<file path="config.mk">
export PLATFORM = sky130hd
export DESIGN_NAME = bse_unit
export DESIGN_NICKNAME = d
export VERILOG_FILES = /design/src/logic/bse_pkg.sv /design/src/logic/bse_unit.sv
export VERILOG_INCLUDE_DIRS = /design/src /design/src/logic
export SDC_FILE = /design/constraint.sdc
export NUM_CORES = 1
export LEC_CHECK = 0
export BUFFER_PORTS_ARGS = -buffer_cell sky130_fd_sc_hd__buf_2
export CAP_MARGIN = 20
export CELL_PAD_IN_SITES_DETAIL_PLACEMENT = 0
export CELL_PAD_IN_SITES_GLOBAL_PLACEMENT = 1
export CORE_AREA = 2 2 96 79
export CTS_BUF_LIST = sky130_fd_sc_hd__clkbuf_4 sky130_fd_sc_hd__clkbuf_8
export CTS_CLUSTER_SIZE = 20
export DETAILED_ROUTE_END_ITERATION = 7
export DIE_AREA = 0 0 98 81
export GPL_ROUTABILITY_DRIVEN = 0
export HOLD_SLACK_MARGIN = 0.05
export PLACE_DENSITY_LB_ADDON = 0.1
export SLEW_MARGIN = 25
export SYNTH_ARGS = -nofsm -noshare
export SYNTH_HDL_FRONTEND = slang
export SYNTH_SLANG_ARGS = --single-unit
</file>
<file path="constraint.sdc">
create_clock -name sys_clk -period 4.5 [get_ports sys_clk]
set_input_delay 1.35 -clock sys_clk [delete_from_list [all_inputs] [get_ports sys_clk]]
set_output_delay 1.35 -clock sys_clk [all_outputs]
set_load 0.02 [all_outputs]
</file>
<file path="src/logic/bse_regs.svh">
`ifndef BSE_REGS_SVH
`define BSE_REGS_SVH

// Status flag positions
`define BSE_FLAG_C 3'h0
`define BSE_FLAG_Z 3'h1
`define BSE_FLAG_N 3'h2
`define BSE_FLAG_V 3'h3
`define BSE_FLAG_S 3'h4
`define BSE_FLAG_H 3'h5
`define BSE_FLAG_T 3'h6
`define BSE_FLAG_I 3'h7

// Reset values
`define BSE_FLAGS_RST 8'h00
`define BSE_DATA_RST 8'h00
`define BSE_IOADDR_RST 6'h00

// Cycle counts per operation
`define BSE_IO_SET_CYCLES 2
`define BSE_ONE_CYCLE 1

`endif

</file>
<file path="src/logic/bse_pkg.sv">
`default_nettype none

package bse_pkg;

    typedef enum logic [3:0] {
        BSE_IO_BIT_SET = 4'h0,
        BSE_IO_BIT_CLEAR = 4'h1,
        BSE_LOGICAL_LEFT_SHIFT = 4'h2,
        BSE_LOGICAL_RIGHT_SHIFT = 4'h3,
        BSE_ROTATE_LEFT_CARRY = 4'h4,
        BSE_ROTATE_RIGHT_CARRY = 4'h5,
        BSE_ARITH_RIGHT_SHIFT = 4'h6,
        BSE_SWAP = 4'h7,
        BSE_FLAG_SET = 4'h8,
        BSE_FLAG_CLEAR = 4'h9,
        BSE_BIT_TO_T = 4'hA,
        BSE_T_TO_BIT = 4'hB,
        BSE_CARRY_SET = 4'hC,
        BSE_CARRY_CLEAR = 4'hD,
        BSE_NEG_SET = 4'hE,
        BSE_NEG_CLEAR = 4'hF
    } bse_op_t;

    typedef enum logic [1:0] {
        BSE_ST_IDLE = 2'b01,
        BSE_ST_IO_HOLD = 2'b10
    } bse_state_t;

    typedef struct packed {
        logic [7:0] dst_value;
        logic [7:0] source_register;
        logic [7:0] io_value;
        logic [5:0] io_addr;
        logic [2:0] bit_sel;
    } bse_operand_t;

    typedef struct packed {
        logic wr_en;
        logic [7:0] value;
    } bse_reg_wr_t;

    typedef struct packed {
        logic wr_en;
        logic [5:0] addr;
        logic [7:0] data;
    } bse_io_wr_t;

endpackage

`default_nettype wire

</file>
<file path="src/logic/bse_unit.sv">
// Operation
// - I/O bit set forces chosen bit high, flags untouched, two cycles.
// - I/O bit clear forces chosen bit low, flags untouched.
// - Logical left shift, zero into bit 0, updates Z C N V, one cycle.
// - Logical right shift, zero into bit 7, updates Z C N V.
// - Rotate left: old carry into bit 0, old bit 7 to carry.
// - Rotate right: old carry into bit 7, old bit 0 to carry.
// - Arithmetic right shift keeps sign bit, updates Z C N V.
// - Nibble swap exchanges halves, no flag change, one cycle.
// - Flag set/clear writes one/zero to the selected status bit only.
// - Bit store copies selected source bit into transfer flag, one cycle.
// - Bit load copies transfer flag into selected destination bit, flags kept.
// - Carry set/clear drives carry one/zero only, one cycle.
// - Negative set/clear drives negative one/zero only.
`include "bse_regs.svh"

`default_nettype none

module bse_unit (
    input wire logic sys_clk,
    input wire logic rst_n,
    input wire logic op_valid,
    input wire bse_pkg::bse_op_t op,
    input wire bse_pkg::bse_operand_t opnd,
    output var logic ready_reg,
    output var bse_pkg::bse_reg_wr_t dst_wr_reg,
    output var bse_pkg::bse_io_wr_t io_wr_reg,
    output var logic [7:0] status_flags_register
);

    ////////////////////////////////////////////////////////////////////////////
    // State

    bse_pkg::bse_state_t state_reg;
    bse_pkg::bse_state_t state_next;
    logic ready_next;
    bse_pkg::bse_reg_wr_t dst_wr_next;
    bse_pkg::bse_io_wr_t io_wr_next;
    bse_pkg::bse_io_wr_t io_hold_reg;
    bse_pkg::bse_io_wr_t io_hold_next;
    logic [7:0] flags_next;
    logic [7:0] shift_res;
    logic shift_c;
    logic shift_n;
    logic is_shift;
    logic take;

    assign take = op_valid && ready_reg;

    ////////////////////////////////////////////////////////////////////////////
    // Shift and rotate datapath

    always_comb
    begin
        shift_res = opnd.dst_value;
        shift_c = status_flags_register[`BSE_FLAG_C];
        is_shift = 1'b1;
        case (op)
            bse_pkg::BSE_LOGICAL_LEFT_SHIFT:
            begin
                shift_res = {opnd.dst_value[6:0], 1'b0};
                shift_c = opnd.dst_value[7];
            end
            bse_pkg::BSE_LOGICAL_RIGHT_SHIFT:
            begin
                shift_res = {1'b0, opnd.dst_value[7:1]};
                shift_c = opnd.dst_value[0];
            end
            bse_pkg::BSE_ROTATE_LEFT_CARRY:
            begin
                shift_res = {opnd.dst_value[6:0], status_flags_register[`BSE_FLAG_C]};
                shift_c = opnd.dst_value[7];
            end
            bse_pkg::BSE_ROTATE_RIGHT_CARRY:
            begin
                shift_res = {status_flags_register[`BSE_FLAG_C], opnd.dst_value[7:1]};
                shift_c = opnd.dst_value[0];
            end
            bse_pkg::BSE_ARITH_RIGHT_SHIFT:
            begin
                shift_res = {opnd.dst_value[7], opnd.dst_value[7:1]};
                shift_c = opnd.dst_value[0];
            end
            default:
            begin
                is_shift = 1'b0;
            end
        endcase
        shift_n = shift_res[7];
    end

    ////////////////////////////////////////////////////////////////////////////
    // Next state, results and flags

    always_comb
    begin
        state_next = state_reg;
        ready_next = ready_reg;
        dst_wr_next = '{wr_en: 1'b0, value: dst_wr_reg.value};
        io_wr_next = '{wr_en: 1'b0, addr: io_wr_reg.addr, data: io_wr_reg.data};
        io_hold_next = io_hold_reg;
        flags_next = status_flags_register;
        case (state_reg)
            bse_pkg::BSE_ST_IDLE:
            begin
                if (take)
                begin
                    if (is_shift)
                    begin
                        dst_wr_next = '{wr_en: 1'b1, value: shift_res};
                        flags_next[`BSE_FLAG_C] = shift_c;
                        flags_next[`BSE_FLAG_Z] = (shift_res == 8'h00);
                        flags_next[`BSE_FLAG_N] = shift_n;
                        flags_next[`BSE_FLAG_V] = shift_n ^ shift_c;
                    end
                    case (op)
                        bse_pkg::BSE_IO_BIT_SET:
                        begin
                            // Held one extra cycle so the write lands on the second edge
                            io_hold_next.wr_en = 1'b1;
                            io_hold_next.addr = opnd.io_addr;
                            io_hold_next.data = opnd.io_value | (8'h01 << opnd.bit_sel);
                            ready_next = 1'b0;
                            state_next = bse_pkg::BSE_ST_IO_HOLD;
                        end
                        bse_pkg::BSE_IO_BIT_CLEAR:
                        begin
                            io_wr_next.wr_en = 1'b1;
                            io_wr_next.addr = opnd.io_addr;
                            io_wr_next.data = opnd.io_value & ~(8'h01 << opnd.bit_sel);
                        end
                        bse_pkg::BSE_SWAP:
                        begin
                            dst_wr_next = '{wr_en: 1'b1, value: {opnd.dst_value[3:0], opnd.dst_value[7:4]}};
                        end
                        bse_pkg::BSE_FLAG_SET:
                        begin
                            flags_next[opnd.bit_sel] = 1'b1;
                        end
                        bse_pkg::BSE_FLAG_CLEAR:
                        begin
                            flags_next[opnd.bit_sel] = 1'b0;
                        end
                        bse_pkg::BSE_BIT_TO_T:
                        begin
                            flags_next[`BSE_FLAG_T] = opnd.source_register[opnd.bit_sel];
                        end
                        bse_pkg::BSE_T_TO_BIT:
                        begin
                            dst_wr_next.wr_en = 1'b1;
                            dst_wr_next.value = opnd.dst_value;
                            dst_wr_next.value[opnd.bit_sel] = status_flags_register[`BSE_FLAG_T];
                        end
                        bse_pkg::BSE_CARRY_SET:
                        begin
                            flags_next[`BSE_FLAG_C] = 1'b1;
                        end
                        bse_pkg::BSE_CARRY_CLEAR:
                        begin
                            flags_next[`BSE_FLAG_C] = 1'b0;
                        end
                        bse_pkg::BSE_NEG_SET:
                        begin
                            flags_next[`BSE_FLAG_N] = 1'b1;
                        end
                        bse_pkg::BSE_NEG_CLEAR:
                        begin
                            flags_next[`BSE_FLAG_N] = 1'b0;
                        end
                        default:
                        begin
                        end
                    endcase
                end
            end
            bse_pkg::BSE_ST_IO_HOLD:
            begin
                io_wr_next = io_hold_reg;
                io_hold_next.wr_en = 1'b0;
                ready_next = 1'b1;
                state_next = bse_pkg::BSE_ST_IDLE;
            end
            default:
            begin
                // Illegal code: fall back to idle rather than hang
                ready_next = 1'b1;
                state_next = bse_pkg::BSE_ST_IDLE;
            end
        endcase
    end

    ////////////////////////////////////////////////////////////////////////////
    // Registers

    always_ff @(posedge sys_clk)
    begin
        if (!rst_n)
        begin
            state_reg <= bse_pkg::BSE_ST_IDLE;
            ready_reg <= 1'b1;
            dst_wr_reg <= '{wr_en: 1'b0, value: `BSE_DATA_RST};
            io_wr_reg <= '{wr_en: 1'b0, addr: `BSE_IOADDR_RST, data: `BSE_DATA_RST};
            io_hold_reg <= '{wr_en: 1'b0, addr: `BSE_IOADDR_RST, data: `BSE_DATA_RST};
            status_flags_register <= `BSE_FLAGS_RST;
        end
        else
        begin
            state_reg <= state_next;
            ready_reg <= ready_next;
            dst_wr_reg <= dst_wr_next;
            io_wr_reg <= io_wr_next;
            io_hold_reg <= io_hold_next;
            status_flags_register <= flags_next;
        end
    end

endmodule

`default_nettype wire

</file>
Word level (Yosys, flattened, before mapping)
Cells that the tools add are included.
- register bits after elaboration: 50
- bits in latches: 0
- bits in writable memories: 0
- ROM bits: 0
- logic and storage cells: 89
- memories kept: 0
- add/sub/neg operators: 0
- multipliers: 0
- div/mod/pow operators: 0
- order comparisons: 2
- eq/ne operators: 20
- shift-type cells: 1
- multiplexer cells: 25
- bitwise logic cells: 7
- reduce and logical (&&, ||, !) cells: 21
- operator list (cell ; number):
    $mux 15 ; 4
    $pmux 8 s5 ; 1
    $eq 4x4->1 const B ; 8
    $pmux 15 s2 ; 1
    $reduce_and 3->1 ; 7
    $pmux 9 s2 ; 1
    $and 8x8->8 ; 2
    $eq 4x3->1 const B ; 4
    $not 8->8 ; 2
    $or 8x8->8 ; 2
    $mux 4 ; 3
    $mux 9 ; 1
    $bwmux 8 ; 1
    $eq 4x2->1 const B ; 2
    $logic_not 8->1 ; 1
    $pmux 1 s2 ; 4
    $pmux 1 s4 ; 2
    $shl 1x3->8 const A ; 1
    $pmux 3 s2 ; 1
    $reduce_and 2->1 ; 3
    $reduce_bool 3->1 ; 2
    $reduce_or 5->1 ; 1
    $eq 4x1->1 const B ; 1
    $logic_not 4->1 ; 1
    15 further kinds ; 20

Depth between registers and ports, before layout
Gate-level depths: netlist (run 1).
- depth in word-level cells: 9
- mapped depth: 10
- gate-level depth less buffers: 7

Worst setup path before layout (run 1)
OpenSTA, ideal clock, no wires.
- path kind: input-to-reg
- start point: in op[2]
- end point: reg dst_wr_reg[2] (netlist name)
- library setup time: 0.119 ns
- arrival: 2.535 ns
- path slack: 1.846 ns
- stages: 6
- cell sequence: buf_4 > or2_2 > clkbuf_1 > and3_1 > clkbuf_1 > o221a_2
- word-level cells in the longest chain between the ends: 5
- elaborated cells on any way between the ends: 14
- classes of those cells: 7 x eq/ne; 4 x mux; 3 x reduce/logical
- ends and longest elaborated chain (item ; RTL line ; source):
    start: declaration ; bse_unit.sv:23 ; input wire bse_pkg::bse_op_t op,
    $eq 4x3->1 / $eq 4x2->1 (equally long branches) ; bse_unit.sv:58 ; case (op)
    $reduce_or 5->1 (no source line) ; n/a ;
    $mux 1 ; bse_unit.sv:58 ;
    $reduce_bool 3->1 (no source line) ; n/a ;
    $reduce_and 3->1 (no source line) ; n/a ;
    end signal: assignment ; bse_unit.sv:201 ; dst_wr_reg <= '{wr_en: 1'b0, value: `BSE_DATA_RST};
    end signal: assignment ; bse_unit.sv:210 ; dst_wr_reg <= dst_wr_next;
    end: declaration ; bse_unit.sv:26 ; output var bse_pkg::bse_reg_wr_t dst_wr_reg,
Several ways; a longest one is shown, not always the timed one. The select of a mux whose other input is x is not followed.
A chain may end at the register's enable or synchronous reset.

Final worst setup path (run 1)
- start point: in op[0]
- end point: reg dst_wr_reg[6] (netlist name)
Same word-level chain as after synthesis.

==> results.sh, run 1 <==
export IMPL_drv_slew=0
export IMPL_multi_input_area_um2=1770
export IMPL_pre_cts_ws_ps=1220
export IMPL_setup_viol=0
export IMPL_via_per_inst=5.81
export IMPL_rsz0062_at_grt="false"
export IMPL_die_x_um=98
export IMPL_p_per_area_nw_per_um2=286
export IMPL_synthCells=361
export IMPL_setup_tns_ps=0
export IMPL_fin_crit_ps=3020
export IMPL_clock_path_buffers=2
export IMPL_dr_total_vias=2911
export IMPL_grt_overflow=0
export IMPL_root_buffer="clkbuf_8"
export IMPL_dp_hpwl_mm=6.18
export IMPL_holdPathEnd="io_hold_reg[8]"
export IMPL_final_instance_count_excl_fill=501
export IMPL_max_cap_violations=0
export IMPL_hold_path_depth=2
export IMPL_ys_seq_elements=49
export IMPL_htree_levels=2
export IMPL_p_total_uw=968
export IMPL_start_util_pct=41.2
export IMPL_cts_resized=0
export IMPL_cts_buffers=5
export IMPL_max_slew_margin_pct=48.0
export IMPL_grt_max_degree=34
export IMPL_r2r_setup_slack_ps=1960
export IMPL_hold_class="flip-flop to flip-flop"
export IMPL_path_class="primary input to flip-flop"
export IMPL_core_um2=7110
export IMPL_first_iter_violations=218
export IMPL_crit_top_cell="o21ai_0"
export IMPL_start_kind="primary input"
export IMPL_synth_nets=403
export IMPL_first_pass_iters=4
export IMPL_status="completed"
export IMPL_grt_pass1_vias=2640
export IMPL_synthesis_area_um2=2930
export IMPL_die_area_um2=7940
export IMPL_synth_flop_cell="dfxtp_1"
export IMPL_critPathLaunch="op[0]"
export IMPL_grt_pass1_wl_mm=14.2
export IMPL_drive_gt1_share_pct=23.6
export IMPL_yosysWarnings=0
export IMPL_area_growth_syn_to_layout_pct=15.4
export IMPL_dpl_cell_count=493
export IMPL_cp_max_fo=33
export IMPL_antenna_cells=0
export IMPL_rows=28
export IMPL_totalWireLength_mm=8.74
export IMPL_ys_seq_area_share_pct=33.5
export IMPL_vdd_ir_drop_worst_mv=0.122
export IMPL_slowest_delay_ps=480
export IMPL_slowest_stage="buf_2"
export IMPL_wl_per_cell_um=17.5
export IMPL_reg2reg_from="state_reg[0]"
export IMPL_cp_top_family="buffers and inverters"
export IMPL_hold_viol_final=0
export IMPL_timing_final_crit_share_pct=67.1
export IMPL_path_buf_inv=2
export IMPL_fmax_mhz=331
export IMPL_rr_endpoint="io_wr_reg[13]"
export IMPL_worst_slew_pin_slew_ps=778
export IMPL_cts_sinks=49
export IMPL_p_leak_nw=1.41
export IMPL_pin_count=73
export IMPL_reg2reg_depth=6
export IMPL_antenna_found_initial=0
export IMPL_io_buffers=72
export IMPL_final_cell_mix="72 x buf_2, 49 x dfxtp_1, 36 x nand2_1"
export IMPL_arrival_ps=3220
export IMPL_final_common_cell="buf_2"
export IMPL_synth_async_reset_ratio_pct=0
export IMPL_grt_usage_pct=22.2
export IMPL_crit_path_end_kind="flip-flop"
export IMPL_ys_types=60
export IMPL_ant_nets=0
export IMPL_fin_ws_ps=1480
export IMPL_cts_tree="yes"
export IMPL_cts_clk_slew_worst_paths_ps=100
export IMPL_fillers=739
export IMPL_fin_skew_ps=5.71
export IMPL_cp_cell_sequence="buf_2 > inv_1 > o21ai_0 > and3_1 > o21ai_0 > o221a_2"
export IMPL_hold_buffers=0
export IMPL_drc=0
export IMPL_fin_nets=452
export IMPL_clock_latency_ps=310
export IMPL_synth_area_per_cell_um2=8.12
export IMPL_crit_required_ps=4700
export IMPL_die_h_um=81
export IMPL_min_from="io_hold_reg[8]"
export IMPL_seq_area_um2=981
export IMPL_synth_edf_count=0
export IMPL_cts_setup_buffers=0
-- layout make-up --
type / instances / area share (%)
multi-input cells: 274 / 52.5
flip-flops and latches: 49 / 29.0
repair buffers: 73 / 10.9
well taps: 90 / 3.33
clock buffers: 6 / 2.44
clock inverters: 2 / 1.11
inverters: 7 / 0.777
-- worst register-to-register path: cells and delay by family (launching register included) --
kind | cells | cell delay, ps
AND/OR/NAND/NOR | 3 | 950
AO/OA/AOI/OAI | 2 | 750
flip-flops | 1 | 460
adder cells (fa/ha/maj) | 1 | 320
-- worst max-delay path by stage --
stage,endpoint,cells past startpoint,slack [ps]
after CTS,dst_wr_reg[6],6,1520
after detailed placement,dst_wr_reg[6],6,1220
after global placement,dst_wr_reg[2],6,1250
final,dst_wr_reg[6],6,1480
after floorplan,dst_wr_reg[2],6,1850
after global routing,dst_wr_reg[6],6,1280
-- synthesized netlist by cell type, drive strengths merged, types with 7 or more instances --
cell type   n  share of area, %
buf        17               3.2
a21oi      24               4.1
a31oi       7               1.5
nor3b      11               2.8
inv         7              0.90
nor2       27               3.7
dfxtp      49                33
a22oi       9               2.3
nand3      11               1.9
a21boi     10               2.6
nand2      36               4.6
nor3       20               3.4
mux2i      14               4.8
o21ai      17               2.9
a32o        8               2.7
clkbuf     14               1.9
-- cell families after synthesis --
family                     synth area share (%)
buffers and inverters                      5.98
muxes                                      7.09
and+or+nand+nor                            24.8
DFF                                        33.5
adders and majority gates                 0.854
xor gates and xnor gates                   1.20
AOI/OAI and AO/OA                          26.6
-- where the power goes --
part	internal [mW]	switching [mW]
Clock	0.181	0.159
Sequential	0.446	0.00689
Combinational	0.0655	0.109
-- routing by layer --
metal	track usage (%)	vias up	wire [µm]
li1	-	1431	-
met1	34.1	1383	4410
met2	32.0	92	3740
met3	4.56	5	550
met4	4.03	0	46
met5	0	-	0
-- through the flow --
step | hold slack [ps] | instance area (µm²) | utilization, %
after floorplan | 437 | 2930 | -
after global placement | 446 | 3260 | 45.9
after detailed placement | 451 | 3260 | 45.9
after CTS | 467 | 3380 | 47.6
after global routing | 494 | 3380 | 47.6
final | 469 | 3380 | 47.6
Power figures use the tool's default switching activity.
==> run 2, diff against run 1 <==
CORE_AREA = 2 2 99 82   (was 2 2 96 79)
DIE_AREA = 0 0 101 84   (was 0 0 98 81)
clock period = 3 ns   (was 4.5 ns; I/O delays follow)
==> run 2 against run 1 <==
Clock power rose by 31%. Sequential cell count did not move. Register-to-register slack got worse by 1200 ps. Non-clock buffer count rose by 10. Routed wire length rose by 3.2%. Worst setup slack got worse by 770 ps. Critical path depth did not move. Count of clock-buffer cells in the layout did not move. First-iteration DRC count fell by 20%. Sequential power rose by 50%. Clock skew rose by 3.8 ps.
==> results.sh, run 2 (synthesis gave the netlist of run 1 again) <==
export IMPL_status="completed"
export IMPL_die_x_um=101
export IMPL_start_util_pct=38.5
export IMPL_fin_crit_ps=2290
export IMPL_cts_buffers=5
export IMPL_hold_buffers=0
export IMPL_final_common_cell="buf_2"
export IMPL_seq_area_um2=981
export IMPL_wl_per_cell_um=17.6
export IMPL_pre_cts_ws_ps=377
export IMPL_grt_overflow=0
export IMPL_via_per_inst=5.74
export IMPL_dp_hpwl_mm=6.52
export IMPL_arrival_ps=2550
export IMPL_pin_count=73
export IMPL_vdd_ir_drop_worst_mv=0.244
export IMPL_cts_sinks=49
export IMPL_htree_levels=2
export IMPL_die_area_um2=8480
export IMPL_setup_tns_ps=0
export IMPL_antenna_cells=0
export IMPL_cts_resized=0
export IMPL_max_slew_margin_pct=63.5
export IMPL_grt_pass1_vias=2819
export IMPL_area_growth_syn_to_layout_pct=17.4
export IMPL_hold_class="flip-flop to flip-flop"
export IMPL_rows=29
export IMPL_fin_nets=462
export IMPL_timing_final_crit_share_pct=76.4
export IMPL_fin_skew_ps=9.48
export IMPL_cp_max_fo=25
export IMPL_drive_gt1_share_pct=25.4
export IMPL_multi_input_area_um2=1770
export IMPL_rsz0062_at_grt="false"
export IMPL_start_kind="primary input"
export IMPL_drv_slew=0
export IMPL_dr_total_vias=2951
export IMPL_p_per_area_nw_per_um2=405
export IMPL_fmax_mhz=436
export IMPL_final_cell_mix="72 x buf_2, 49 x dfxtp_1, 36 x nand2_1"
export IMPL_drc=0
export IMPL_ant_nets=0
export IMPL_fin_ws_ps=707
export IMPL_crit_required_ps=3260
export IMPL_die_h_um=84
export IMPL_p_leak_nw=1.45
export IMPL_worst_slew_pin_slew_ps=543
export IMPL_first_pass_iters=4
export IMPL_setup_viol=0
export IMPL_grt_usage_pct=21.6
export IMPL_first_iter_violations=174
export IMPL_grt_pass1_wl_mm=14.6
export IMPL_grt_max_degree=32
export IMPL_max_cap_violations=0
export IMPL_hold_viol_final=0
export IMPL_cts_setup_buffers=0
export IMPL_antenna_found_initial=0
export IMPL_cts_clk_slew_worst_paths_ps=100
export IMPL_p_total_mw=1.39
export IMPL_crit_path_end_kind="flip-flop"
export IMPL_totalWireLength_mm=9.02
export IMPL_io_buffers=72
export IMPL_clock_latency_ps=310
export IMPL_root_buffer="clkbuf_8"
export IMPL_cts_tree="yes"
export IMPL_fillers=793
export IMPL_path_class="primary input to flip-flop"
export IMPL_clock_path_buffers=2
export IMPL_core_um2=7620
==> run 2: cell count changes in the layout (fill, tap and decap cells not counted) <==
cell / previous run / this run
buf_4: 1 / 11
bufinv_16: 1 / 0
inv_6: 0 / 1
==> run 2: layout make-up <==
type | instances | area share (%)
Multi-Input combinational cell | 274 | 51.6
Sequential cell | 49 | 28.5
Timing Repair Buffer | 83 | 12.9
Tap cell | 93 | 3.38
Clock buffer | 6 | 2.40
Inverter | 7 | 0.764
Clock inverter | 2 | 0.473
==> run 2: stage by stage <==
step | hold WS (ps) | utilization, % | cells | instance area [µm²]
2_1_floorplan | 437 | - | 361 | 2930
3_3_place_gp | 446 | 43.8 | 506 | 3340
3_5_place_dp | 453 | 43.8 | 506 | 3340
4_1_cts | 467 | 45.1 | 514 | 3440
5_1_grt | 506 | 45.1 | 514 | 3440
6_report | 463 | 45.1 | 514 | 3440
==> run 2: critical path: stages <==
cell and delay, ps:
buf_2 400, nand4_1 250, o41a_1 530, nor2_4 250
a22oi_1 90, nor2b_1 120
==> run 2: path summary, 6_finish.rpt <==
| check | cells after the start | start | endpoint | slack, ps |
|---|---|---|---|---|
| worst max-delay path | 6 | op[0] | io_wr_reg[7] | 710 |
| worst min register to register | 2 | io_hold_reg[8] | io_hold_reg[8] | 460 |
| worst max register to register | 6 | state_reg[0] | io_wr_reg[12] | 800 |
| worst min-delay path | 2 | io_hold_reg[8] | io_hold_reg[8] | 460 |
==> run 2: power by group <==
group | switching (mW) | total (mW) | internal (mW)
clock | 0.253 | 0.444 | 0.191
sequential | 0.0108 | 0.679 | 0.668
combinational | 0.166 | 0.271 | 0.105
total | 0.430 | 1.39 | 0.964
==> run 2: layer usage <==
| metal | up-vias | GRT usage, % | share of wire (%) |
|---|---|---|---|
| li1 | 1458 | - | - |
| met1 | 1398 | 32.4 | 51 |
| met2 | 90 | 32.1 | 42 |
| met3 | 5 | 4.69 | 6.8 |
| met4 | 0 | 3.81 | 0.62 |
| met5 | - | 0 | 0 |
==> run 3, diff against run 2 <==
clock period = 2.2 ns   (was 3 ns; I/O delays follow)
==> run 3 against run 2 <==
Via count is 5.2% higher. Critical path depth is 1 lower. Largest cell class unchanged. Sequential cell count stayed put. Critical endpoint is now dst_wr_reg[7]. Combinational power is 50% higher.
==> results.sh, run 3 (synthesis gave the netlist of run 1 again) <==
export IMPL_final_cell_mix="72 x buf_2, 49 x dfxtp_1, 41 x buf_4"
export IMPL_dpl_cell_count=537
export IMPL_slowest_stage="dfxtp_1"
export IMPL_cts_tree="yes"
export IMPL_clock_latency_ps=300
export IMPL_rr_endpoint="dst_wr_reg[7]"
export IMPL_drive_gt1_share_pct=30.5
export IMPL_antenna_found_initial=0
export IMPL_power_combinational_fraction_pct=20.0
export IMPL_hold_buffers=0
export IMPL_dr_total_vias=3103
export IMPL_holdPathEnd="io_hold_reg[8]"
export IMPL_grt_pass1_vias=2886
export IMPL_grt_max_degree=32
export IMPL_r2r_setup_slack_ps=220
export IMPL_setup_viol=0
export IMPL_switching_share_pct=27.8
export IMPL_p_int_mw=1.47
export IMPL_seq_power_share_pct=45.6
export IMPL_p_leak_nw=1.62
export IMPL_grt_pass1_wl_mm=15.0
export IMPL_final_common_cell="buf_2"
export IMPL_die_x_um=101
export IMPL_reg2reg_depth=5
export IMPL_fillers=778
export IMPL_fin_crit_ps=1980
export IMPL_crit_required_ps=2380
export IMPL_antenna_cells=0
export IMPL_rsz0062_at_grt="false"
export IMPL_pre_cts_ws_ps=-60.8
export IMPL_final_instance_count_excl_fill=545
export IMPL_grt_overflow=0
export IMPL_drc=0
export IMPL_timing_final_crit_share_pct=90.2
export IMPL_slowest_delay_ps=470
export IMPL_min_from="io_hold_reg[8]"
export IMPL_grt_usage_pct=22.2
export IMPL_p_clk_share_pct=34.4
export IMPL_fin_nets=493
export IMPL_start_kind="flip-flop"
export IMPL_worst_slew_pin_slew_ps=470
export IMPL_hold_class="flip-flop to flip-flop"
export IMPL_max_cap_violations=0
export IMPL_hold_viol_final=0
export IMPL_path_buf_inv=0
export IMPL_use_met1_pct=34.4
export IMPL_fmax_mhz=504
export IMPL_p_total_mw=2.03
export IMPL_cts_setup_buffers=0
export IMPL_gr_usage_met2_pct=31.8
export IMPL_fin_skew_ps=9.11
export IMPL_cts_sinks=49
export IMPL_cts_clk_slew_worst_paths_ps=100
export IMPL_crit_path_end_kind="flip-flop"
export IMPL_drv_slew=0
export IMPL_core_um2=7620
export IMPL_cts_buffers=5
export IMPL_clock_path_buffers=2
export IMPL_top_usage_layer="met1"
export IMPL_arrival_ps=2170
export IMPL_io_buffers=72
export IMPL_totalWireLength_mm=9.25
export IMPL_first_pass_iters=4
export IMPL_whs_ps=465
export IMPL_rows=29
export IMPL_setup_tns_ps=0
export IMPL_hold_path_depth=2
export IMPL_cp_max_fo=8
export IMPL_cts_resized=0
export IMPL_pin_count=73
export IMPL_htree_levels=2
export IMPL_ant_nets=0
export IMPL_fin_ws_ps=215
export IMPL_power_switching_uw=566
export IMPL_die_h_um=84
export IMPL_path_class="flip-flop to flip-flop"
export IMPL_max_slew_margin_pct=68.6
export IMPL_die_area_um2=8480
export IMPL_via_per_inst=5.69
export IMPL_p_per_area_nw_per_um2=548
export IMPL_start_util_pct=38.5
export IMPL_status="completed"
export IMPL_cp_depth=5
export IMPL_dp_hpwl_mm=6.85
export IMPL_cp_cell_sequence="ha_1 > and3_1 > nand3_1 > a2111oi_1 > nor2_1"
export IMPL_grt_met3_usage_pct=4.69
export IMPL_wl_per_cell_um=17.0
export IMPL_cp_top_family="simple AND/OR/NAND/NOR gates"
export IMPL_reg2reg_from="state_reg[0]"
export IMPL_root_buffer="clkbuf_8"
export IMPL_first_iter_violations=199
export IMPL_vdd_ir_drop_worst_mv=0.265
export IMPL_area_growth_syn_to_layout_pct=26.5
export IMPL_critPathLaunch="state_reg[0]"
[run 3: changes by cell type in the layout (fill, tap and decap cells not counted), sizes merged]
cell	delta
clkbuf	+1
bufinv	+1
buf	+31
clkinvlp	-1
inv	-1
[run 3: routing by layer]
metal  up-vias  part of all wire (%)
li1       1521                     -
met1      1483                    50
met2        95                    43
met3         4                   6.1
met4         0                  0.44
met5         -                     0
[run 3: per-stage QoR]
step	util (%)	area, µm²
after floorplan	-	2930
after global placement	47.1	3590
after detailed placement	47.1	3590
after CTS	48.6	3710
after global routing	48.7	3710
final	48.7	3710
[run 3: worst reg2reg max path, stage by stage, from the launching register on]
cell       delay, ps
dfxtp_1          470
ha_1             280
and3_1           350
nand3_1          230
a2111oi_1        430
nor2_1           100
[run 3: power by group through the flow]
stage          clock network, mW  registers (mW)  logic (mW)
3_5_place_dp                   0           0.947       0.399
5_1_grt                    0.756           0.930       0.443
2_1_floorplan                  0           0.968       0.215
4_1_cts                    0.719           0.927       0.402
3_3_place_gp                   0           0.947       0.401
6_report                   0.700           0.926       0.406
[run 3: final cells by class]
type                            instances  area [µm²]  area share, %
Clock buffer                            7        90.1           2.43
Clock inverter                          1        30.0          0.810
Timing Repair Buffer                  114         688           18.6
Tap cell                               93         116           3.14
Inverter                                7        26.3          0.709
Sequential cell                        49         981           26.5
Multi-Input combinational cell        274        1780           47.9
[run 3: worst max-delay path by stage]
stage / to / slack [ps]
6_report: dst_wr_reg[7] / 220
5_1_grt: dst_wr_reg[7] / 70
4_1_cts: dst_wr_reg[7] / 170
3_5_place_dp: dst_wr_reg[7] / -60
3_3_place_gp: dst_wr_reg[7] / -110
2_1_floorplan: dst_wr_reg[2] / 240
